===== config.mk =====
export PLATFORM = sky130hd
export DESIGN_NAME = camera_signal_option_regs
export DESIGN_NICKNAME = d
export VERILOG_FILES = /design/src/hdl/signal_option_pkg.sv /design/src/hdl/camera_signal_option_regs.sv
export SDC_FILE = /design/constraint.sdc
export NUM_CORES = 1
export LEC_CHECK = 0
export CAP_MARGIN = 0
export CELL_PAD_IN_SITES_DETAIL_PLACEMENT = 1
export CELL_PAD_IN_SITES_GLOBAL_PLACEMENT = 1
export CORE_MARGIN = 1
export CORE_UTILIZATION = 45
export DETAILED_ROUTE_END_ITERATION = 6
export DONT_BUFFER_PORTS = 1
export GPL_ROUTABILITY_DRIVEN = 0
export GPL_TIMING_DRIVEN = 1
export PLACE_DENSITY = 0.7
export SYNTH_ARGS = -nofsm -noshare
export SYNTH_HDL_FRONTEND = slang
export SYNTH_SLANG_ARGS = --single-unit

===== constraint.sdc =====
create_clock -name sys_clk_i -period 2.89 [get_ports sys_clk_i]
set_input_delay 0.7225 -clock sys_clk_i [delete_from_list [all_inputs] [get_ports sys_clk_i]]
set_output_delay 0.7225 -clock sys_clk_i [all_outputs]
set_load 0.005 [all_outputs]

===== src/hdl/signal_option_pkg.sv =====
// Register map, field layout and serial-slave states for the signal option bank
`default_nettype none
package signal_option_pkg;
  // Register byte addresses
  localparam logic [7:0] ADDR_BAND_GAP = 8'h33;
  localparam logic [7:0] ADDR_MEDIAN = 8'h4C;
  localparam logic [7:0] ADDR_CONVERTER = 8'h4D;
  localparam logic [7:0] ADDR_SPC_FIRST = 8'h60;
  // Reset values
  localparam logic [7:0] RST_BAND_GAP = 8'h08;
  localparam logic [7:0] RST_MEDIAN = 8'h00;
  localparam logic [7:0] RST_CONVERTER = 8'h00;
  localparam logic [7:0] RST_SPC_FIRST = 8'h00;
  localparam logic [7:0] READ_UNMAPPED = 8'h00;
  // Band gap fields
  localparam int BG_EN_BIT = 7;
  localparam int BG_ADJ_MSB = 6;
  // Median filter option fields
  localparam int MED_AWB_BIT = 7;
  localparam int MED_RGB_BIT = 5;
  localparam int MED_YAUTO_BIT = 4;
  localparam int MED_YMAN_MSB = 2;
  // Converter option chroma delay field
  localparam int CONV_DLY_MSB = 3;
  localparam int CONV_DLY_LSB = 2;
  localparam logic [1:0] DLY_CODE_TWO = 2'h2;
  localparam logic [1:0] DLY_NONE = 2'h0;
  localparam logic [1:0] DLY_TWO_PIXELS = 2'h2;
  // Signal process control fields
  localparam int SPC_BOOST_BIT = 7;
  localparam int SPC_HALF_BIT = 6;
  localparam int SPC_GSW_RGB_BIT = 5;
  localparam int SPC_GSW_Y_BIT = 4;
  localparam int SPC_RED_MSB = 3;
  localparam int SPC_RED_LSB = 2;
  localparam int SPC_BLUE_MSB = 1;
  // Gain in tenths for each preamplifier code
  localparam logic [4:0] GAIN_X10 = 5'h0A;
  localparam logic [4:0] GAIN_X12 = 5'h0C;
  localparam logic [4:0] GAIN_X14 = 5'h0E;
  localparam logic [4:0] GAIN_X16 = 5'h10;
  // Serial slave
  localparam logic [2:0] LAST_BIT = 3'h7;
  localparam logic [6:0] DEFAULT_DEV_ADDR = 7'h2A; // Arbitrary value
  localparam logic [5:0] DEFAULT_GAIN_THRESH = 6'h20;
  typedef enum logic [8:0] {
    ST_IDLE = 9'h001,
    ST_DEV = 9'h002,
    ST_DEV_ACK = 9'h004,
    ST_SUB = 9'h008,
    ST_SUB_ACK = 9'h010,
    ST_WR = 9'h020,
    ST_WR_ACK = 9'h040,
    ST_RD = 9'h080,
    ST_RD_ACK = 9'h100
  } slave_state_e;
endpackage
`default_nettype wire


===== src/hdl/camera_signal_option_regs.sv =====
// Signal option register bank with its two-wire serial control slave
//
// Overview of operation
// - Band gap register resets to 08; bit 7 enables, bits 6:0 adjust.
// - Median bit 7 scales white-balance step and range by one and a half.
// - Median bit 5 enables median filtering on the RGB path.
// - Median bit 4 switches luminance median filtering from the analog gain.
// - Median bits 2:0 manually enable luminance filtering for red, green, blue.
// - Chroma delay code 00 or 01 gives none, code 10 two pixel periods.
// - Control A bit 7 adds a 1.5x preamplifier gain.
// - Control A bit 6 selects half-current analog operation.
// - Control A bit 5 switches even/odd green in RGB and chroma paths.
// - Control A bit 4 switches even/odd green for luminance in YUV mode.
// - Red gain code 01, 10, 11 selects 1.2x, 1.4x, 1.6x.
// - Blue gain code 00 to 11 selects 1x, 1.2x, 1.4x, 1.6x.
// - Host reads and writes registers by byte address over two-wire serial.
`default_nettype none
module camera_signal_option_regs #(
  parameter logic [6:0] DEV_ADDR = signal_option_pkg::DEFAULT_DEV_ADDR,
  parameter logic [5:0] GAIN_THRESH = signal_option_pkg::DEFAULT_GAIN_THRESH
) (
  input wire logic sys_clk_i,
  input wire logic reset_n_i,
  input wire logic scl_i,
  input wire logic sda_i,
  output logic sda_o,
  output logic sda_oe_o,
  input wire logic [5:0] analog_gain_i,
  input wire logic yuv_mode_i,
  output logic band_gap_en_o,
  output logic [6:0] band_gap_adj_o,
  output logic awb_scale_up_o,
  output logic rgb_median_en_o,
  output logic [2:0] y_median_en_o,
  output logic [1:0] chroma_delay_o,
  output logic preamp_boost_o,
  output logic half_current_o,
  output logic g_switch_rgb_uv_o,
  output logic g_switch_y_o,
  output logic [4:0] red_gain_o,
  output logic [4:0] blue_gain_o
);

  // Preamplifier code to gain in tenths; code 00 is unity for both channels
  function automatic logic [4:0] gain_tenths(input logic [1:0] code);
    unique case (code)
      2'h1: gain_tenths = signal_option_pkg::GAIN_X12;
      2'h2: gain_tenths = signal_option_pkg::GAIN_X14;
      2'h3: gain_tenths = signal_option_pkg::GAIN_X16;
      default: gain_tenths = signal_option_pkg::GAIN_X10;
    endcase
  endfunction

  // Pin synchronisers: three stages, filtered level moves when stages two and three agree
  logic [2:0] scl_sync, sda_sync;
  logic scl_f, sda_f, scl_p, sda_p;
  logic [2:0] next_scl_sync, next_sda_sync;
  logic next_scl_f, next_sda_f;

  always_comb begin
    next_scl_sync = {scl_sync[1:0], scl_i};
    next_sda_sync = {sda_sync[1:0], sda_i};
    next_scl_f = (scl_sync[2] == scl_sync[1]) ? scl_sync[2] : scl_f;
    next_sda_f = (sda_sync[2] == sda_sync[1]) ? sda_sync[2] : sda_f;
  end

  // Idle bus is high, so filters reset high to avoid a false start
  always_ff @(posedge sys_clk_i) begin
    if (!reset_n_i) begin
      scl_sync <= 3'h7;
      sda_sync <= 3'h7;
      scl_f <= 1'b1;
      sda_f <= 1'b1;
      scl_p <= 1'b1;
      sda_p <= 1'b1;
    end else begin
      scl_sync <= next_scl_sync;
      sda_sync <= next_sda_sync;
      scl_f <= next_scl_f;
      sda_f <= next_sda_f;
      scl_p <= scl_f;
      sda_p <= sda_f;
    end
  end

  // Bus events on the filtered levels
  logic scl_rise, scl_fall, bus_start, bus_stop;
  assign scl_rise = scl_f & ~scl_p;
  assign scl_fall = ~scl_f & scl_p;
  assign bus_start = scl_f & scl_p & sda_p & ~sda_f;
  assign bus_stop = scl_f & scl_p & ~sda_p & sda_f;

  // Register storage
  logic [7:0] band_gap_ref_ctrl, median_filter_option, converter_option_ctrl;
  logic [7:0] signal_process_ctrl_first;
  logic [7:0] next_band_gap_ref_ctrl, next_median_filter_option;
  logic [7:0] next_converter_option_ctrl, next_signal_process_ctrl_first;

  // Serial slave state
  signal_option_pkg::slave_state_e state, next_state;
  logic [2:0] bit_cnt, next_bit_cnt;
  logic [7:0] shifter, next_shifter;
  logic [7:0] sub_addr, next_sub_addr;
  logic ack_low, next_ack_low;
  logic read_dir, next_read_dir;
  logic sda_oe, next_sda_oe;
  logic [7:0] read_value;
  logic [7:0] wr_byte;

  // Read mux; unmapped addresses return zero
  always_comb begin
    unique case (sub_addr)
      signal_option_pkg::ADDR_BAND_GAP: read_value = band_gap_ref_ctrl;
      signal_option_pkg::ADDR_MEDIAN: read_value = median_filter_option;
      signal_option_pkg::ADDR_CONVERTER: read_value = converter_option_ctrl;
      signal_option_pkg::ADDR_SPC_FIRST: read_value = signal_process_ctrl_first;
      default: read_value = signal_option_pkg::READ_UNMAPPED;
    endcase
  end

  assign wr_byte = {shifter[6:0], sda_f};

  // Slave sequencing: device address, then sub-address and data write, or data read
  always_comb begin
    next_state = state;
    next_bit_cnt = bit_cnt;
    next_shifter = shifter;
    next_sub_addr = sub_addr;
    next_ack_low = ack_low;
    next_read_dir = read_dir;
    next_sda_oe = sda_oe;
    next_band_gap_ref_ctrl = band_gap_ref_ctrl;
    next_median_filter_option = median_filter_option;
    next_converter_option_ctrl = converter_option_ctrl;
    next_signal_process_ctrl_first = signal_process_ctrl_first;
    if (bus_start) begin
      next_state = signal_option_pkg::ST_DEV;
      next_bit_cnt = 3'h0;
      next_sda_oe = 1'b0;
      next_ack_low = 1'b0;
    end else if (bus_stop) begin
      next_state = signal_option_pkg::ST_IDLE;
      next_sda_oe = 1'b0;
      next_ack_low = 1'b0;
    end else begin
      unique case (state)
        signal_option_pkg::ST_DEV, signal_option_pkg::ST_SUB,
        signal_option_pkg::ST_WR: begin
          if (scl_rise) begin
            next_shifter = wr_byte;
            next_bit_cnt = bit_cnt + 3'h1;
            if (bit_cnt == signal_option_pkg::LAST_BIT) begin
              if (state == signal_option_pkg::ST_DEV) begin
                // Other devices on the bus are ignored until the next start
                next_read_dir = wr_byte[0];
                next_state = (wr_byte[7:1] == DEV_ADDR) ? signal_option_pkg::ST_DEV_ACK
                                                        : signal_option_pkg::ST_IDLE;
              end else if (state == signal_option_pkg::ST_SUB) begin
                next_sub_addr = wr_byte;
                next_state = signal_option_pkg::ST_SUB_ACK;
              end else begin
                // reserved bits stored, unmapped writes dropped
                unique case (sub_addr)
                  signal_option_pkg::ADDR_BAND_GAP: next_band_gap_ref_ctrl = wr_byte;
                  signal_option_pkg::ADDR_MEDIAN: next_median_filter_option = wr_byte;
                  signal_option_pkg::ADDR_CONVERTER: next_converter_option_ctrl = wr_byte;
                  signal_option_pkg::ADDR_SPC_FIRST: next_signal_process_ctrl_first = wr_byte;
                  default: next_sub_addr = sub_addr;
                endcase
                next_state = signal_option_pkg::ST_WR_ACK;
              end
            end
          end
        end
        signal_option_pkg::ST_DEV_ACK, signal_option_pkg::ST_SUB_ACK,
        signal_option_pkg::ST_WR_ACK: begin
          // First falling edge pulls data low, second releases it, or on a read after the device ack drives read data bit 7
          if (scl_fall) begin
            if (!ack_low) begin
              next_ack_low = 1'b1;
              next_sda_oe = 1'b1;
            end else begin
              next_ack_low = 1'b0;
              next_sda_oe = 1'b0;
              next_bit_cnt = 3'h0;
              if (state == signal_option_pkg::ST_DEV_ACK && read_dir) begin
                next_shifter = read_value;
                next_sda_oe = ~read_value[7];
                next_state = signal_option_pkg::ST_RD;
              end else if (state == signal_option_pkg::ST_DEV_ACK) begin
                next_state = signal_option_pkg::ST_SUB;
              end else begin
                next_state = signal_option_pkg::ST_WR;
              end
            end
          end
        end
        signal_option_pkg::ST_RD: begin
          if (scl_fall) begin
            next_shifter = {shifter[6:0], 1'b0};
            next_sda_oe = ~shifter[6];
          end
          if (scl_rise) begin
            next_bit_cnt = bit_cnt + 3'h1;
            if (bit_cnt == signal_option_pkg::LAST_BIT) begin
              next_state = signal_option_pkg::ST_RD_ACK;
            end
          end
        end
        signal_option_pkg::ST_RD_ACK: begin
          // Release for the host's acknowledge; one byte per read
          if (scl_fall) begin
            next_sda_oe = 1'b0;
          end
          if (scl_rise) begin
            next_state = signal_option_pkg::ST_IDLE;
          end
        end
        default: begin
          next_state = signal_option_pkg::ST_IDLE;
          next_sda_oe = 1'b0;
        end
      endcase
    end
  end

  // Slave and register flops
  always_ff @(posedge sys_clk_i) begin
    if (!reset_n_i) begin
      state <= signal_option_pkg::ST_IDLE;
      bit_cnt <= 3'h0;
      shifter <= 8'h00;
      sub_addr <= 8'h00;
      ack_low <= 1'b0;
      read_dir <= 1'b0;
      sda_oe <= 1'b0;
      band_gap_ref_ctrl <= signal_option_pkg::RST_BAND_GAP;
      median_filter_option <= signal_option_pkg::RST_MEDIAN;
      converter_option_ctrl <= signal_option_pkg::RST_CONVERTER;
      signal_process_ctrl_first <= signal_option_pkg::RST_SPC_FIRST;
    end else begin
      state <= next_state;
      bit_cnt <= next_bit_cnt;
      shifter <= next_shifter;
      sub_addr <= next_sub_addr;
      ack_low <= next_ack_low;
      read_dir <= next_read_dir;
      sda_oe <= next_sda_oe;
      band_gap_ref_ctrl <= next_band_gap_ref_ctrl;
      median_filter_option <= next_median_filter_option;
      converter_option_ctrl <= next_converter_option_ctrl;
      signal_process_ctrl_first <= next_signal_process_ctrl_first;
    end
  end

  // Decoded controls, registered so every output leaves a flip-flop
  logic next_band_gap_en, next_awb_scale_up, next_rgb_median_en, next_preamp_boost;
  logic next_half_current, next_g_switch_rgb_uv, next_g_switch_y, y_auto;
  logic [6:0] next_band_gap_adj;
  logic [2:0] next_y_median_en;
  logic [1:0] next_chroma_delay;
  logic [4:0] next_red_gain, next_blue_gain;

  always_comb begin
    next_band_gap_en = band_gap_ref_ctrl[signal_option_pkg::BG_EN_BIT];
    next_band_gap_adj = band_gap_ref_ctrl[signal_option_pkg::BG_ADJ_MSB:0];
    next_awb_scale_up = median_filter_option[signal_option_pkg::MED_AWB_BIT];
    next_rgb_median_en = median_filter_option[signal_option_pkg::MED_RGB_BIT];
    y_auto = median_filter_option[signal_option_pkg::MED_YAUTO_BIT]
             & (analog_gain_i >= GAIN_THRESH);
    next_y_median_en = median_filter_option[signal_option_pkg::MED_YMAN_MSB:0] | {3{y_auto}};
    next_chroma_delay = (converter_option_ctrl[signal_option_pkg::CONV_DLY_MSB:
                         signal_option_pkg::CONV_DLY_LSB] == signal_option_pkg::DLY_CODE_TWO)
                        ? signal_option_pkg::DLY_TWO_PIXELS : signal_option_pkg::DLY_NONE;
    next_preamp_boost = signal_process_ctrl_first[signal_option_pkg::SPC_BOOST_BIT];
    next_half_current = signal_process_ctrl_first[signal_option_pkg::SPC_HALF_BIT];
    next_g_switch_rgb_uv = signal_process_ctrl_first[signal_option_pkg::SPC_GSW_RGB_BIT];
    // green switch luminance, only in YUV mode
    next_g_switch_y = signal_process_ctrl_first[signal_option_pkg::SPC_GSW_Y_BIT] & yuv_mode_i;
    // red gain decode, code 00 unity
    next_red_gain = gain_tenths(signal_process_ctrl_first[signal_option_pkg::SPC_RED_MSB:
                                signal_option_pkg::SPC_RED_LSB]);
    next_blue_gain = gain_tenths(signal_process_ctrl_first[signal_option_pkg::SPC_BLUE_MSB:0]);
  end

  // Output flops
  always_ff @(posedge sys_clk_i) begin
    if (!reset_n_i) begin
      sda_o <= 1'b0; // Open drain: only ever pulls low
      sda_oe_o <= 1'b0;
      band_gap_en_o <= signal_option_pkg::RST_BAND_GAP[signal_option_pkg::BG_EN_BIT];
      band_gap_adj_o <= signal_option_pkg::RST_BAND_GAP[signal_option_pkg::BG_ADJ_MSB:0];
      awb_scale_up_o <= 1'b0;
      rgb_median_en_o <= 1'b0;
      y_median_en_o <= 3'h0;
      chroma_delay_o <= 2'h0;
      preamp_boost_o <= 1'b0;
      half_current_o <= 1'b0;
      g_switch_rgb_uv_o <= 1'b0;
      g_switch_y_o <= 1'b0;
      red_gain_o <= signal_option_pkg::GAIN_X10;
      blue_gain_o <= signal_option_pkg::GAIN_X10;
    end else begin
      sda_o <= 1'b0;
      sda_oe_o <= sda_oe;
      band_gap_en_o <= next_band_gap_en;
      band_gap_adj_o <= next_band_gap_adj;
      awb_scale_up_o <= next_awb_scale_up;
      rgb_median_en_o <= next_rgb_median_en;
      y_median_en_o <= next_y_median_en;
      chroma_delay_o <= next_chroma_delay;
      preamp_boost_o <= next_preamp_boost;
      half_current_o <= next_half_current;
      g_switch_rgb_uv_o <= next_g_switch_rgb_uv;
      g_switch_y_o <= next_g_switch_y;
      red_gain_o <= next_red_gain;
      blue_gain_o <= next_blue_gain;
    end
  end

endmodule
`default_nettype wire


* Word-level counts from Yosys, hierarchy flattened
Index checks and enable logic that the tools add are counted.
** Storage, ports and cells
- Register bits :: 102
- Bits in latches :: 0
- RAM bits :: 0
- Memory bits (read-only) :: 0
- Input port bits :: 11
- Output and inout bits :: 31
- Memories :: 0
** Operators by class
- $add $sub $neg :: 1
- Multipliers :: 0
- Div/mod/pow operators :: 0
- $lt $le $gt $ge :: 1
- Equal/unequal tests :: 41
- Shift operators :: 0
- Muxes and demuxes :: 36
- Bitwise gates (word level) :: 22
- Reduce and logical (&&, ||, !) cells :: 20
** Operators by type and width (number)
- 9-bit 2-to-1 mux :: 7
- 7-bit 2-to-1 mux :: 7
- 8-bit AND reduction :: 5
- 9-bit one-hot mux with 4 select lines :: 1
- 8-bit one-hot mux with 4 select lines :: 1
- 5-bit one-hot mux with 3 select lines :: 2
- 4-bit != test, second input constant :: 7
- 8-bit by 7-bit equality test with 1-bit output, second input constant :: 3
- 7-bit one-hot mux with 3 select lines :: 1
- 7-bit AND reduction :: 3
- 2-bit != test, second input constant :: 10
- 3-bit 2-to-1 mux :: 4
- 1-bit inverter :: 12
- 2-bit equality test, second input constant :: 5
- 1-bit AND :: 9
- 9-bit by 2-bit equality test with 1-bit output, second input constant :: 1
- 9-bit by 3-bit equality test with 1-bit output, second input constant :: 1
- 9-bit by 4-bit equality test with 1-bit output, second input constant :: 1
- 9-bit by 5-bit equality test with 1-bit output, second input constant :: 1
- 9-bit by 6-bit equality test with 1-bit output, second input constant :: 1
- 9-bit by 7-bit equality test with 1-bit output, second input constant :: 1
- 9-bit by 8-bit equality test with 1-bit output, second input constant :: 1
- 9-bit equality test, second input constant :: 1
- 3-bit OR reduction :: 3
- 24 further kinds :: 33

* Logic depth before layout (Yosys ltp)
Gate-level depths: netlist of the first run.
- Depth in word-level cells :: 8
- Depth in mapped cells :: 9
- Gate-level depth less buffers :: 7

* Worst setup path before layout of the first run
Ideal clock, no wire load.
- Path kind :: register -> register
- Start point :: reg state[2]
- End point :: reg band_gap_ref_ctrl[3]
- Data arrival time :: 1.838 ns
- Data required time :: 2.754 ns
- Setup slack :: 0.916 ns
- Cell stages (with the launch flop) :: 9
- Path buffers :: 2
- Path through :: dfxtp_1 -> buf_4 -> nor4_4 -> and4_4 -> nand2_4 -> or4_4 -> buf_6 -> nand2_1 -> nand3_1
** Between the ends
- Word-level cells in the longest chain between the ends :: 3
- Elaborated cells on any way between the ends :: 7
- Classes of those cells :: eq/ne: 3; bitwise: 2; reduce/logical: 2
** RTL lines
- start, declared :: RTL line camera_signal_option_regs.sv:100 : signal_option_pkg::slave_state_e state, next_state;
- start signal, assigned :: RTL line camera_signal_option_regs.sv:230 : state <= signal_option_pkg::ST_IDLE;
- start signal, assigned :: RTL line camera_signal_option_regs.sv:242 : state <= next_state;
- 9-bit by 2-bit equality test with 1-bit output, or another cell as far along :: RTL line camera_signal_option_regs.sv:146, camera_signal_option_regs.sv:153
- 3-bit OR reduction / 1-bit inverter (equally long branches)
- 8-bit AND reduction (no source line) *
- end signal, assigned :: RTL line camera_signal_option_regs.sv:237 : band_gap_ref_ctrl <= signal_option_pkg::RST_BAND_GAP;
- end signal, assigned :: RTL line camera_signal_option_regs.sv:249 : band_gap_ref_ctrl <= next_band_gap_ref_ctrl;
- end, declared :: RTL line camera_signal_option_regs.sv:94 : logic [7:0] band_gap_ref_ctrl, median_filter_option, converter_option_ctrl;
Every way passes the cells marked *; elsewhere a longest branch is shown, timed or not.
A chain may end at the register's enable or synchronous reset.

* Final worst setup path of the first run
- Start point :: reg state[3]
- End point :: reg shifter[6]
** Between the ends
- Word-level cells in the longest chain between the ends :: 4
- Elaborated cells on any way between the ends :: 18
- Classes of those cells :: eq/ne: 12; mux: 1; reduce/logical: 5
** RTL lines
- 9-bit by 3-bit equality test with 1-bit output, or another cell as far along :: RTL line camera_signal_option_regs.sv:146, camera_signal_option_regs.sv:186
- 3-bit OR reduction / 1-bit logical AND (equally long branches) :: RTL line camera_signal_option_regs.sv:146, camera_signal_option_regs.sv:186
- 2-bit != test (no source line) / 3-bit nonzero test (equally long branches)
- 8-bit AND reduction (no source line)
- end signal, assigned :: RTL line camera_signal_option_regs.sv:244 : shifter <= next_shifter;
- end, declared :: RTL line camera_signal_option_regs.sv:102 : logic [7:0] shifter, next_shifter;
Several ways; a longest one is shown, not always the timed one.

==> run summary, run 1 <==
status - completed
pwr/cell area - 489 nW/um^2
measured slew at the worst slew-check pin - 633 ps
DRC viols - 0
cts repair resizes - 0
fmax - 410 MHz
Worst-Skew Late Latency - 370 ps
register area share after synthesis - 45.1%
critical-path maximum fanout - 11
Starting Density - 46.9%
GRT Util Overall - 22.0%
GRT met2 Usage - 35.7%
Fillers - 1082
I/O Buffers - 0
vias in the first global route - 3256
DP Worst Slack - 456 ps
hold buffer count at cts - 0
Top Usage Layer GRT - met2
Critical Path Start Type - register
Finish-stage setup viols - 0
Gate Count Post-Synth - 457
largest net degree at the start of global routing - 93
Max Slew Vio Count - 0
CTS buffer count - 9
die width - 101 um
Inserted Diodes - 0
r2r setup slk - 450 ps
remaining antenna violation count - 0
Final Cycle Share - 84.4%
Avg Inst Size Synth - 9.62 sq um
synthesis-to-layout area growth - 6.49%
H-tree depth - 3
Clock Skews - 9.40 ps
TritonRoute pass-1 iters - 4
hold path start - scl_sync[0]$_SDFF_PN1_
Area contributors post-synth - dfxtp_1 (45%), mux2i_1 (9.1%), nor2b_1 (4.8%), nand2_1 (3.3%), and2_1 (3.1%)
ys flop type - dfxtp_1
Critical Path AT - 2740 ps
post-synth cell types - 63
placed cell count - 568
Max-Cap Viols - 0
post-synthesis mux area share - 9.62%
nature of the critical path endpoint - register
Seq cells post-synth - 99
Congestion Overflow GR - 0
Root Buffer - clkbuf_8
Hold Path Class - reg2reg
met1 Use GR - 28.7%
routed wire length - 10.2 mm
DR vias - 3219
die area - 10200 sq um
largest family of logic cells by synthesized area - simple AND/OR/NAND/NOR gates
via/cell ratio - 5.51
clk sinks - 99
Detailed Place HPWL - 6.96 mm
row cnt - 35
Final Hold Viols - 0
post-synthesis simple-gate area fraction - 25.6%
met3 Usage GRT - 4.58%
Final Critical Period - 2440 ps
leakage - 1.83 nW
adder-cell share of the synthesized area - 2.85%
CTS tree - built
Die Height - 101 um
first-pass GRT wire length - 16.9 mm
largest area contributor in the netlist - dfxtp_1
wire per inst - 17.5 um
Warnings, synthesis - 0
post-synthesis xor/xnor area fraction - 0.797%
post-synthesis compound-gate area fraction - 11.9%
Relative slew margins - 57.8%
FFs w/ async S/R, synth - 0%
Syn Std Cell Area - 4400 sq um
Peak VDD IR - 0.403 mV
area share of the largest cell type after synthesis - 45.1%
Max clock buf depth - 2
Worst EP required - 3190 ps
initial antenna violation count - 0
WS Path Type - reg2reg
Post-synth EDFFs - 0
post-route cell area - 4680 sq um
Setup TNS Final - 0 ps
share of cells above drive strength 1 - 9.89%
worst r2r dst - shifter[6]$_SDFFE_PN0P_
Setup Buffers After CTS - 0
Final WS setup - 450 ps
R2R depth - 6
Hold Path Depth - 1
FF-to-FF Start - state[3]$_SDFFE_PP0P_
Placed Area - 4480 sq um
total power - 2.29 mW
RSZ-0062 raised after global routing - no
Clk pin slew, worst setup/hold paths - 90 ps
NumNets Final - 471
Hold EP - scl_sync[1]$_SDFF_PN1_
non-filler cells in the finished layout - 584
DR iter-0 viols - 139
IO Pins - 42
core area - 9370 sq um
==> cell usage in the layout, fill, tap and decap left out, types with 3 or more instances in the layout <==
master and n:
nor2_1 27, o211ai_1 3, buf_4 9, a22o_1 7, nand2b_1 11, o21a_1 3, nor4_4 3, clkbuf_8 10
nand2_1 39, o21ai_0 17, conb_1 4, nand3_1 14, nor2b_1 34, a22oi_1 8, a21boi_1 7, ha_1 10
inv_1 6, dfxtp_1 99, and3_1 5, and2_1 22, o22ai_1 7, mux2i_1 40, xor2_1 4, a31oi_1 3
a21oi_1 9, nand4_1 3
==> critical path, cell delays in order, from the launching register on <==
cell and delay (ps):
dfxtp_1 430, nor3_1 490, nand4_1 270, or2_2 360, a21oi_2 430, nand2_1 200, o22ai_1 190
==> how the worst max path moves through the flow <==
stage                               start                                end  slack [ps]  cells after the start
detailed placement  state[3]$_SDFFE_PP0P_            shifter[6]$_SDFFE_PN0P_         460                      6
CTS                 state[3]$_SDFFE_PP0P_            shifter[1]$_SDFFE_PN0P_         410                      6
finish              state[3]$_SDFFE_PP0P_            shifter[6]$_SDFFE_PN0P_         450                      6
global placement    state[3]$_SDFFE_PP0P_            shifter[6]$_SDFFE_PN0P_         580                      6
global route        state[3]$_SDFFE_PP0P_            shifter[1]$_SDFFE_PN0P_         230                      6
floorplan           state[2]$_SDFFE_PP0P_  band_gap_ref_ctrl[3]$_SDFFE_PN1P_         920                      8
==> report_power, final <==
group          internal [mW]  total [mW]  switching [mW]
clock network          0.424       0.907           0.483
registers               1.37        1.37         0.00183
logic                 0.0103      0.0160         0.00570
total                   1.80        2.29           0.490
==> per-stage QoR <==
stage	util, %	hold slack [ps]
3_5_place_dp	47.8	402
3_3_place_gp	47.8	391
4_1_cts	50.0	403
6_report	50.0	421
5_1_grt	50.0	405
2_1_floorplan	-	386
==> cells by family after synthesis <==
family	count (synthesis)
xor gates and xnor gates	4
muxes	42
buffers and inverters	36
other	1
DFF	99
adders and majority gates	10
AOI/OAI and AO/OA	76
and+or+nand+nor	189
==> cell usage after synthesis (all sizes together), types with 3 or more instances <==
cell type	count
nor4	5
and3	5
xor2	4
o21ai	17
a211oi	3
clkbuf	15
inv	6
nor2	28
nand2b	11
and2	22
o21a	3
a22oi	9
a21boi	8
nor2b	34
mux2i	40
o211ai	3
a21oi	10
ha	10
nor3	4
buf	15
nor4b	3
nand4	4
nand2	40
nand3	14
or4b	3
a22o	7
a31oi	3
o22ai	7
dfxtp	99
==> sequential cells by signal (all words and copies together), names as in the netlist, 3 cells and up <==
name	flops
sub_addr	8
median_filter_option	8
band_gap_adj_o	7
blue_gain_o	4
converter_option_ctrl	8
state	9
red_gain_o	4
band_gap_ref_ctrl	8
bit_cnt	3
sda_sync	3
shifter	7
scl_sync	3
y_median_en_o	3
signal_process_ctrl_first	8
==> final cells by class <==
type / count / area [sq um] / area share [%]
Clock inverter: 6 / 65.1 / 1.39
Timing Repair Buffer: 9 / 67.6 / 1.44
Sequential cell: 99 / 1980 / 42.3
Multi-Input combinational cell: 325 / 2250 / 48.0
Inverter: 6 / 22.5 / 0.481
Clock buffer: 10 / 138 / 2.94
Tap cell: 129 / 161 / 3.45
==> per-layer routing <==
layer  part of all wire, %  wire (um)
met5                     0          0
met3                   2.2        229
met4                   1.8        188
met2                    47       4820
met1                    49       5010
(Power assumes the default switching activity.)
==> run 2: changes to the inputs <==
--- a/config.mk
+++ b/config.mk
@@ -9,12 +9,12 @@
 export CELL_PAD_IN_SITES_DETAIL_PLACEMENT = 1
 export CELL_PAD_IN_SITES_GLOBAL_PLACEMENT = 1
 export CORE_MARGIN = 1
-export CORE_UTILIZATION = 45
+export CORE_UTILIZATION = 44
 export DETAILED_ROUTE_END_ITERATION = 6
 export DONT_BUFFER_PORTS = 1
 export GPL_ROUTABILITY_DRIVEN = 0
 export GPL_TIMING_DRIVEN = 1
-export PLACE_DENSITY = 0.7
+export PLACE_DENSITY = 0.72
 export SYNTH_ARGS = -nofsm -noshare
 export SYNTH_HDL_FRONTEND = slang
 export SYNTH_SLANG_ARGS = --single-unit
==> constraint.sdc (replaced) <==
create_clock -name sys_clk_i -period 2.1 [get_ports sys_clk_i]
set_input_delay 0.525 -clock sys_clk_i [delete_from_list [all_inputs] [get_ports sys_clk_i]]
set_output_delay 0.525 -clock sys_clk_i [all_outputs]
set_load 0.005 [all_outputs]
==> run 2 against run 1 <==
- first-iteration DRC count rose by 24%
- core utilization increased by 1.2 points
- clock skew rose by 4.7 ps
- hold slack worse by 170 ps
- design area increased by 6.4%
- critical path type unchanged
- critical endpoint is now shifter[1]$_SDFFE_PN0P_
==> run summary, run 2 (synthesized netlist as in run 1, its figures left out) <==
Peak VDD IR - 0.332 mV (-18%)
H-tree depth - 3 (unchanged)
row cnt - 36 (+2.9%)
Worst EP required - 2400 ps (-790 ps)
Hold Path Depth - 1 (unchanged)
initial antenna violation count - 0 (unchanged)
GRT met2 Usage - 37.4% (+1.7 points)
TritonRoute pass-1 iters - 6 (+2)
Die Height - 102 um (+1.1%)
first-pass GRT wire length - 17.4 mm (+3.1%)
WS Path Type - reg2reg
hold path start - reset_n_i
Setup TNS Final - 0 ps (unchanged)
wire per inst - 17.1 um (-2.3%)
vias in the first global route - 3437 (+5.6%)
Detailed Place HPWL - 7.42 mm (+6.7%)
core area - 9730 sq um (+3.8%)
Clock Skews - 14.1 ps (+4.70 ps)
Largest register FFs - 9 (unchanged)
FF-to-FF Start - state[4]$_SDFFE_PP0P_
Final Hold Viols - 0 (unchanged)
DR iter-0 viols - 173 (+24%)
CTS buffer count - 9 (unchanged)
Max-Cap Viols - 0 (unchanged)
Inserted Diodes - 0 (unchanged)
DRC viols - 0 (unchanged)
total power - 3.08 mW (+34%)
Buf/Inv on CP - 1 (+1)
Final Cycle Share - 95.7% (+11 points)
most common cell after layout, fill and taps aside - dfxtp_1
synthesis-to-layout area growth - 13.3%
routed wire length - 10.6 mm (+3.5%)
met1 Use GR - 28.0% (-0.71 points)
Finish-stage setup viols - 0 (unchanged)
status - completed
Final Critical Period - 2010 ps (-430 ps)
Worst-Skew Late Latency - 370 ps (about the same)
Hold EP - sda_sync[2]$_SDFF_PN1_
largest net degree at the start of global routing - 93 (unchanged)
met3 Usage GRT - 3.28% (-1.3 points)
Biggest register - state
Hold Path Class - in2reg
NumNets Final - 503 (+6.8%)
CP cell instances - nor2_2, or4b_4, or2_2, a21oi_2, buf_4, nand2_1, o22ai_1
nature of the critical path endpoint - register
R2R depth - 7 (+1)
slowest stage cell, crit path - or4b_4
via/cell ratio - 5.34 (-3.2%)
r2r setup slk - 90 ps (-360 ps)
Max Slew Vio Count - 0 (unchanged)
IO Pins - 42 (unchanged)
die area - 10400 sq um (+2.2%)
Clk pin slew, worst setup/hold paths - 100 ps (about the same)
remaining antenna violation count - 0 (unchanged)
leakage - 2.00 nW (+9.2%)
Critical Path AT - 2310 ps (-430 ps)
Crit path max-delay family - simple AND/OR/NAND/NOR gates
Seq. cell area - 1980 sq um (+0.13%)
Top Usage Layer GRT - met2
critical-path maximum fanout - 10 (-1)
clk sinks - 99 (unchanged)
Relative slew margins - 66.8% (+9.1 points)
share of cells above drive strength 1 - 16.7% (+6.8 points)
Max clock buf depth - 2 (unchanged)
Starting Density - 45.2% (-1.7 points)
commonest non-fill, non-tap cells in the layout - dfxtp_1 (97), mux2i_1 (40), nand2_1 (39)
Critical Path Start Type - register
I/O Buffers - 0 (unchanged)
CTS tree - built
Root Buffer - clkbuf_8
multi-input logic area - 2290 sq um (+1.8%)
hold buffer count at cts - 0 (unchanged)
measured slew at the worst slew-check pin - 497 ps (-136 ps)
worst r2r dst - shifter[1]$_SDFFE_PN0P_
die width - 102 um (+1.1%)
slowest stage delay, CP - 510 ps (+20 ps)
non-filler cells in the finished layout - 619 (+6.0%)
fmax - 498 MHz (+21%)
DR vias - 3304 (+2.6%)
Fillers - 1153 (+6.6%)
GRT Util Overall - 21.9% (-0.063 points)
placed cell count - 602 (+6.0%)
Congestion Overflow GR - 0 (unchanged)
pwr/cell area - 617 nW/um^2 (+26%)
-- run 2: cell types whose count changed in the layout (fill, tap and decap cells not counted), moves of 2 or more --
cell      delta
clkinv_4     -2
clkbuf_1     +4
clkinv_2     -2
buf_4       +29
dfxtp_2      +2
buf_12       +3
dfxtp_1      -2
-- run 2: how the worst max path moves through the flow --
stage | from | endpoint | slack [ps] | cells after the start
finish | state[4]$_SDFFE_PP0P_ | shifter[1]$_SDFFE_PN0P_ | 90 | 7
CTS | state[3]$_SDFFE_PP0P_ | state[3]$_SDFFE_PP0P_ | 6 | 6
floorplan | state[2]$_SDFFE_PP0P_ | band_gap_ref_ctrl[3]$_SDFFE_PN1P_ | 130 | 8
global route | state[2]$_SDFFE_PP0P_ | shifter[6]$_SDFFE_PN0P_ | -30 | 8
global placement | state[1]$_SDFFE_PN0P_ | sda_oe$_SDFFE_PP0P_ | 40 | 7
detailed placement | state[1]$_SDFFE_PN0P_ | sda_oe$_SDFFE_PP0P_ | -80 | 7
-- run 2: worst register-to-register path, stage by stage (launching register included) --
cell	delay [ps]
dfxtp_1	330
nor2_2	170
or4b_4	510
or2_2	320
a21oi_2	140
buf_4	180
nand2_1	120
o22ai_1	180
-- run 2: cell type report --
type                       count  area share [%]
multi-input combinational    325            45.9
sequential                    99            39.8
timing repair buffer          41            6.93
tap                          133            3.34
clock buffer                  13            2.79
clock inverter                 2           0.754
inverter                       6           0.452
-- run 2: power by group --
part | switching [mW] | internal [mW] | leakage, nW | total, mW
sequential | 0.00216 | 1.88 | 0.800 | 1.88
combinational | 0.00853 | 0.0143 | 1.12 | 0.0229
clock | 0.622 | 0.548 | 0.0837 | 1.17
-- run 2: per-stage QoR --
stage	util [%]	setup WS (ps)	hold slack, ps	area, sq um
after floorplan	-	126	386	4410
after global placement	48.7	41.1	391	4730
after detailed placement	48.7	-80.2	397	4730
after CTS	50.5	6.06	221	4920
after global routing	51.2	-30.4	238	4980
final	51.2	90.7	248	4980
-- run 2: repair_timing --
item                       CTS  global route
buffers inserted             0             2
cloned                       0             0
setup endpoints to repair    6            28
pin swaps                    1             1
resized for setup            2             9
-- run 2: metal layers --
metal | up-vias | share of wire [%]
li1 | 1633 | -
met2 | 44 | 49
met1 | 1612 | 47
met3 | 15 | 2.6
met4 | 0 | 1.7
met5 | - | 0
==> run 3: changes to the inputs <==
--- a/config.mk
+++ b/config.mk
@@ -8,12 +8,12 @@
 export CAP_MARGIN = 0
 export CELL_PAD_IN_SITES_DETAIL_PLACEMENT = 1
 export CELL_PAD_IN_SITES_GLOBAL_PLACEMENT = 1
-export CORE_MARGIN = 1
 export CORE_UTILIZATION = 44
 export DETAILED_ROUTE_END_ITERATION = 6
 export DONT_BUFFER_PORTS = 1
 export GPL_ROUTABILITY_DRIVEN = 0
 export GPL_TIMING_DRIVEN = 1
+export MAX_ROUTING_LAYER = met4
 export PLACE_DENSITY = 0.72
 export SYNTH_ARGS = -nofsm -noshare
 export SYNTH_HDL_FRONTEND = slang
==> run 3 against run 2 <==
- power shrank 0.13%
- clock skew increased by 1.5 ps
- clock power hardly changed
- critical path type unchanged
- first-iteration DRC count fell by 21%
- global-route usage rose by 0.77 points
- sequential share of layout area hardly changed
- via count increased by 0.24%
- largest power group unchanged
- maximum frequency up 0.65%
- register-to-register slack barely moved
- routed wire length down 0.11%
- hold slack better by 12 ps
- clock-buffer cell count stayed put
==> run summary, run 3 (synthesized netlist as in run 1, its figures left out) <==
core area - 9730 sq um (unchanged)
largest net degree at the start of global routing - 93 (unchanged)
Final Critical Period - 2000 ps (-13.0 ps)
multi-input logic area - 2290 sq um (unchanged)
vias in the first global route - 3433 (-0.12%)
Switch Pwr - 0.629 mW (-0.60%)
Max Slew Vio Count - 0 (unchanged)
via/cell ratio - 5.35 (+0.24%)
Critical Path AT - 2290 ps (-20 ps)
Max clock buf depth - 2 (unchanged)
logic gate share of total power - 0.7% (about the same)
Clock Skews - 15.6 ps (+1.52 ps)
share of cells above drive strength 1 - 16.7% (unchanged)
P_int - 2.44 mW (about the same)
Final Hold Viols - 0 (unchanged)
NumNets Final - 503 (unchanged)
Root Buffer - clkbuf_8
CTS buffer count - 9 (unchanged)
pwr/cell area - 616 nW/um^2 (-0.20%)
Critical Path Start Type - register
DRC viols - 0 (unchanged)
die width - 102 um (unchanged)
Finish-stage setup viols - 0 (unchanged)
WS Path Type - reg2reg
critical-path maximum fanout - 10 (unchanged)
H-tree depth - 3 (unchanged)
Clk pin slew, worst setup/hold paths - 100 ps (about the same)
Final Cycle Share - 95.1% (-0.62 points)
DR vias - 3312 (+0.24%)
Fillers - 1153 (unchanged)
Peak VDD IR - 0.328 mV (-0.95%)
crit path from - state[4]$_SDFFE_PP0P_
slowest stage cell, crit path - or4b_4
total power - 3.07 mW (-0.13%)
Hold Path Class - in2reg
Biggest register - state
row cnt - 36 (unchanged)
fmax - 501 MHz (+0.65%)
synthesis-to-layout area growth - 13.4% (about the same)
GRT Util Overall - 22.7% (+0.77 points)
Seq. cell area - 1980 sq um (unchanged)
clock network power share - 38.0% (about the same)
leakage - 2.00 nW (about the same)
DR iter-0 viols - 137 (-21%)
Buf/Inv on CP - 1 (unchanged)
Detailed Place HPWL - 7.42 mm (unchanged)
sequential power share - 61.3% (about the same)
FF-to-FF Start - state[4]$_SDFFE_PP0P_
nature of the critical path endpoint - register
IO Pins - 42 (unchanged)
clk sinks - 99 (unchanged)
Worst EP required - 2400 ps (about the same)
hold_ws - 260 ps (+12.0 ps)
remaining antenna violation count - 0 (unchanged)
Congestion Overflow GR - 0 (unchanged)
status - completed
Largest register FFs - 9 (unchanged)
Inserted Diodes - 0 (unchanged)
CTS tree - built
routed wire length - 10.6 mm (-0.11%)
Crit path max-delay family - simple AND/OR/NAND/NOR gates
Worst-Skew Late Latency - 360 ps (about the same)
commonest non-fill, non-tap cells in the layout - dfxtp_1 (97), mux2i_1 (40), nand2_1 (39)
Die Height - 102 um (unchanged)
hold buffer count at cts - 0 (unchanged)
CP cell instances - nor2_2, or4b_4, or2_2, a21oi_2, buf_6, nand2_1, o22ai_1
die area - 10400 sq um (unchanged)
Max-Cap Viols - 0 (unchanged)
Starting Density - 45.2% (unchanged)
TritonRoute pass-1 iters - 6 (unchanged)
non-filler cells in the finished layout - 619 (unchanged)
initial antenna violation count - 0 (unchanged)
hold path start - sda_i
Switching Share - 20.5% (-0.097 points)
first-pass GRT wire length - 17.5 mm (+0.32%)
wire per inst - 17.1 um (-0.11%)
most common cell after layout, fill and taps aside - dfxtp_1
placed cell count - 602 (unchanged)
slowest stage delay, CP - 500 ps (about the same)
I/O Buffers - 0 (unchanged)
## run 3: cell types whose count changed in the layout (fill, tap and decap cells not counted)
cell	delta
buf_4	-1
buf_6	+1
## run 3: path summary, 6_finish.rpt
| path | end | slack (ps) | depth (start not counted) |
|---|---|---|---|
| worst max register to register | shifter[1]$_SDFFE_PN0P_ | 100 | 7 |
| worst min-delay path | sda_sync[0]$_SDFF_PN1_ | 260 | 1 |
| worst min register to register | scl_sync[1]$_SDFF_PN1_ | 410 | 1 |
| worst max-delay path | shifter[1]$_SDFFE_PN0P_ | 100 | 7 |
## run 3: through the flow
step                TNS [ps]  utilization, %  worst slack, ps  instance area, sq um
finish                     0            51.2              104                  4980
global placement           0            48.7             41.1                  4730
floorplan                  0               -              126                  4410
CTS                        0            50.5             6.06                  4920
global route           -49.0            51.2            -30.1                  4980
detailed placement     -80.2            48.7            -80.2                  4730
## run 3: worst register-to-register path, cell delays in order (launching register included)
cell	delay [ps]
dfxtp_1	330
nor2_2	170
or4b_4	510
or2_2	320
a21oi_2	160
buf_6	150
nand2_1	120
o22ai_1	190
## run 3: repair_timing
item	CTS	global route
resized for setup	2	10
endpoints found under the setup margin	6	28
setup buffers	0	2
pin swaps	1	1
hold endpoints to repair	0	0
## run 3: metal layers
| layer | track usage [%] | vias up | part of all wire [%] |
|---|---|---|---|
| li1 | - | 1636 | - |
| met1 | 28.3 | 1601 | 47 |
| met2 | 37.4 | 58 | 48 |
| met3 | 3.15 | 17 | 3.1 |
| met4 | 8.24 | 0 | 1.7 |
| met5 | - | - | 0 |
## run 3: layout make-up
class | instances | area share (%)
clock buffers | 13 | 2.79
clock inverters | 2 | 0.753
inverters | 6 | 0.452
multi-input cells | 325 | 45.9
flip-flops and latches | 99 | 39.8
well taps | 133 | 3.34
repair buffers | 41 | 7.00
## run 3: power groups by stage
stage                     sequential, mW  clock, mW  combinational (mW)
after detailed placement            1.93          0              0.0229
after CTS                           1.88       1.20              0.0231
after global placement              1.93          0              0.0228
after floorplan                     1.93          0              0.0435
after global routing                1.88       1.29              0.0247
final                               1.88       1.17              0.0227
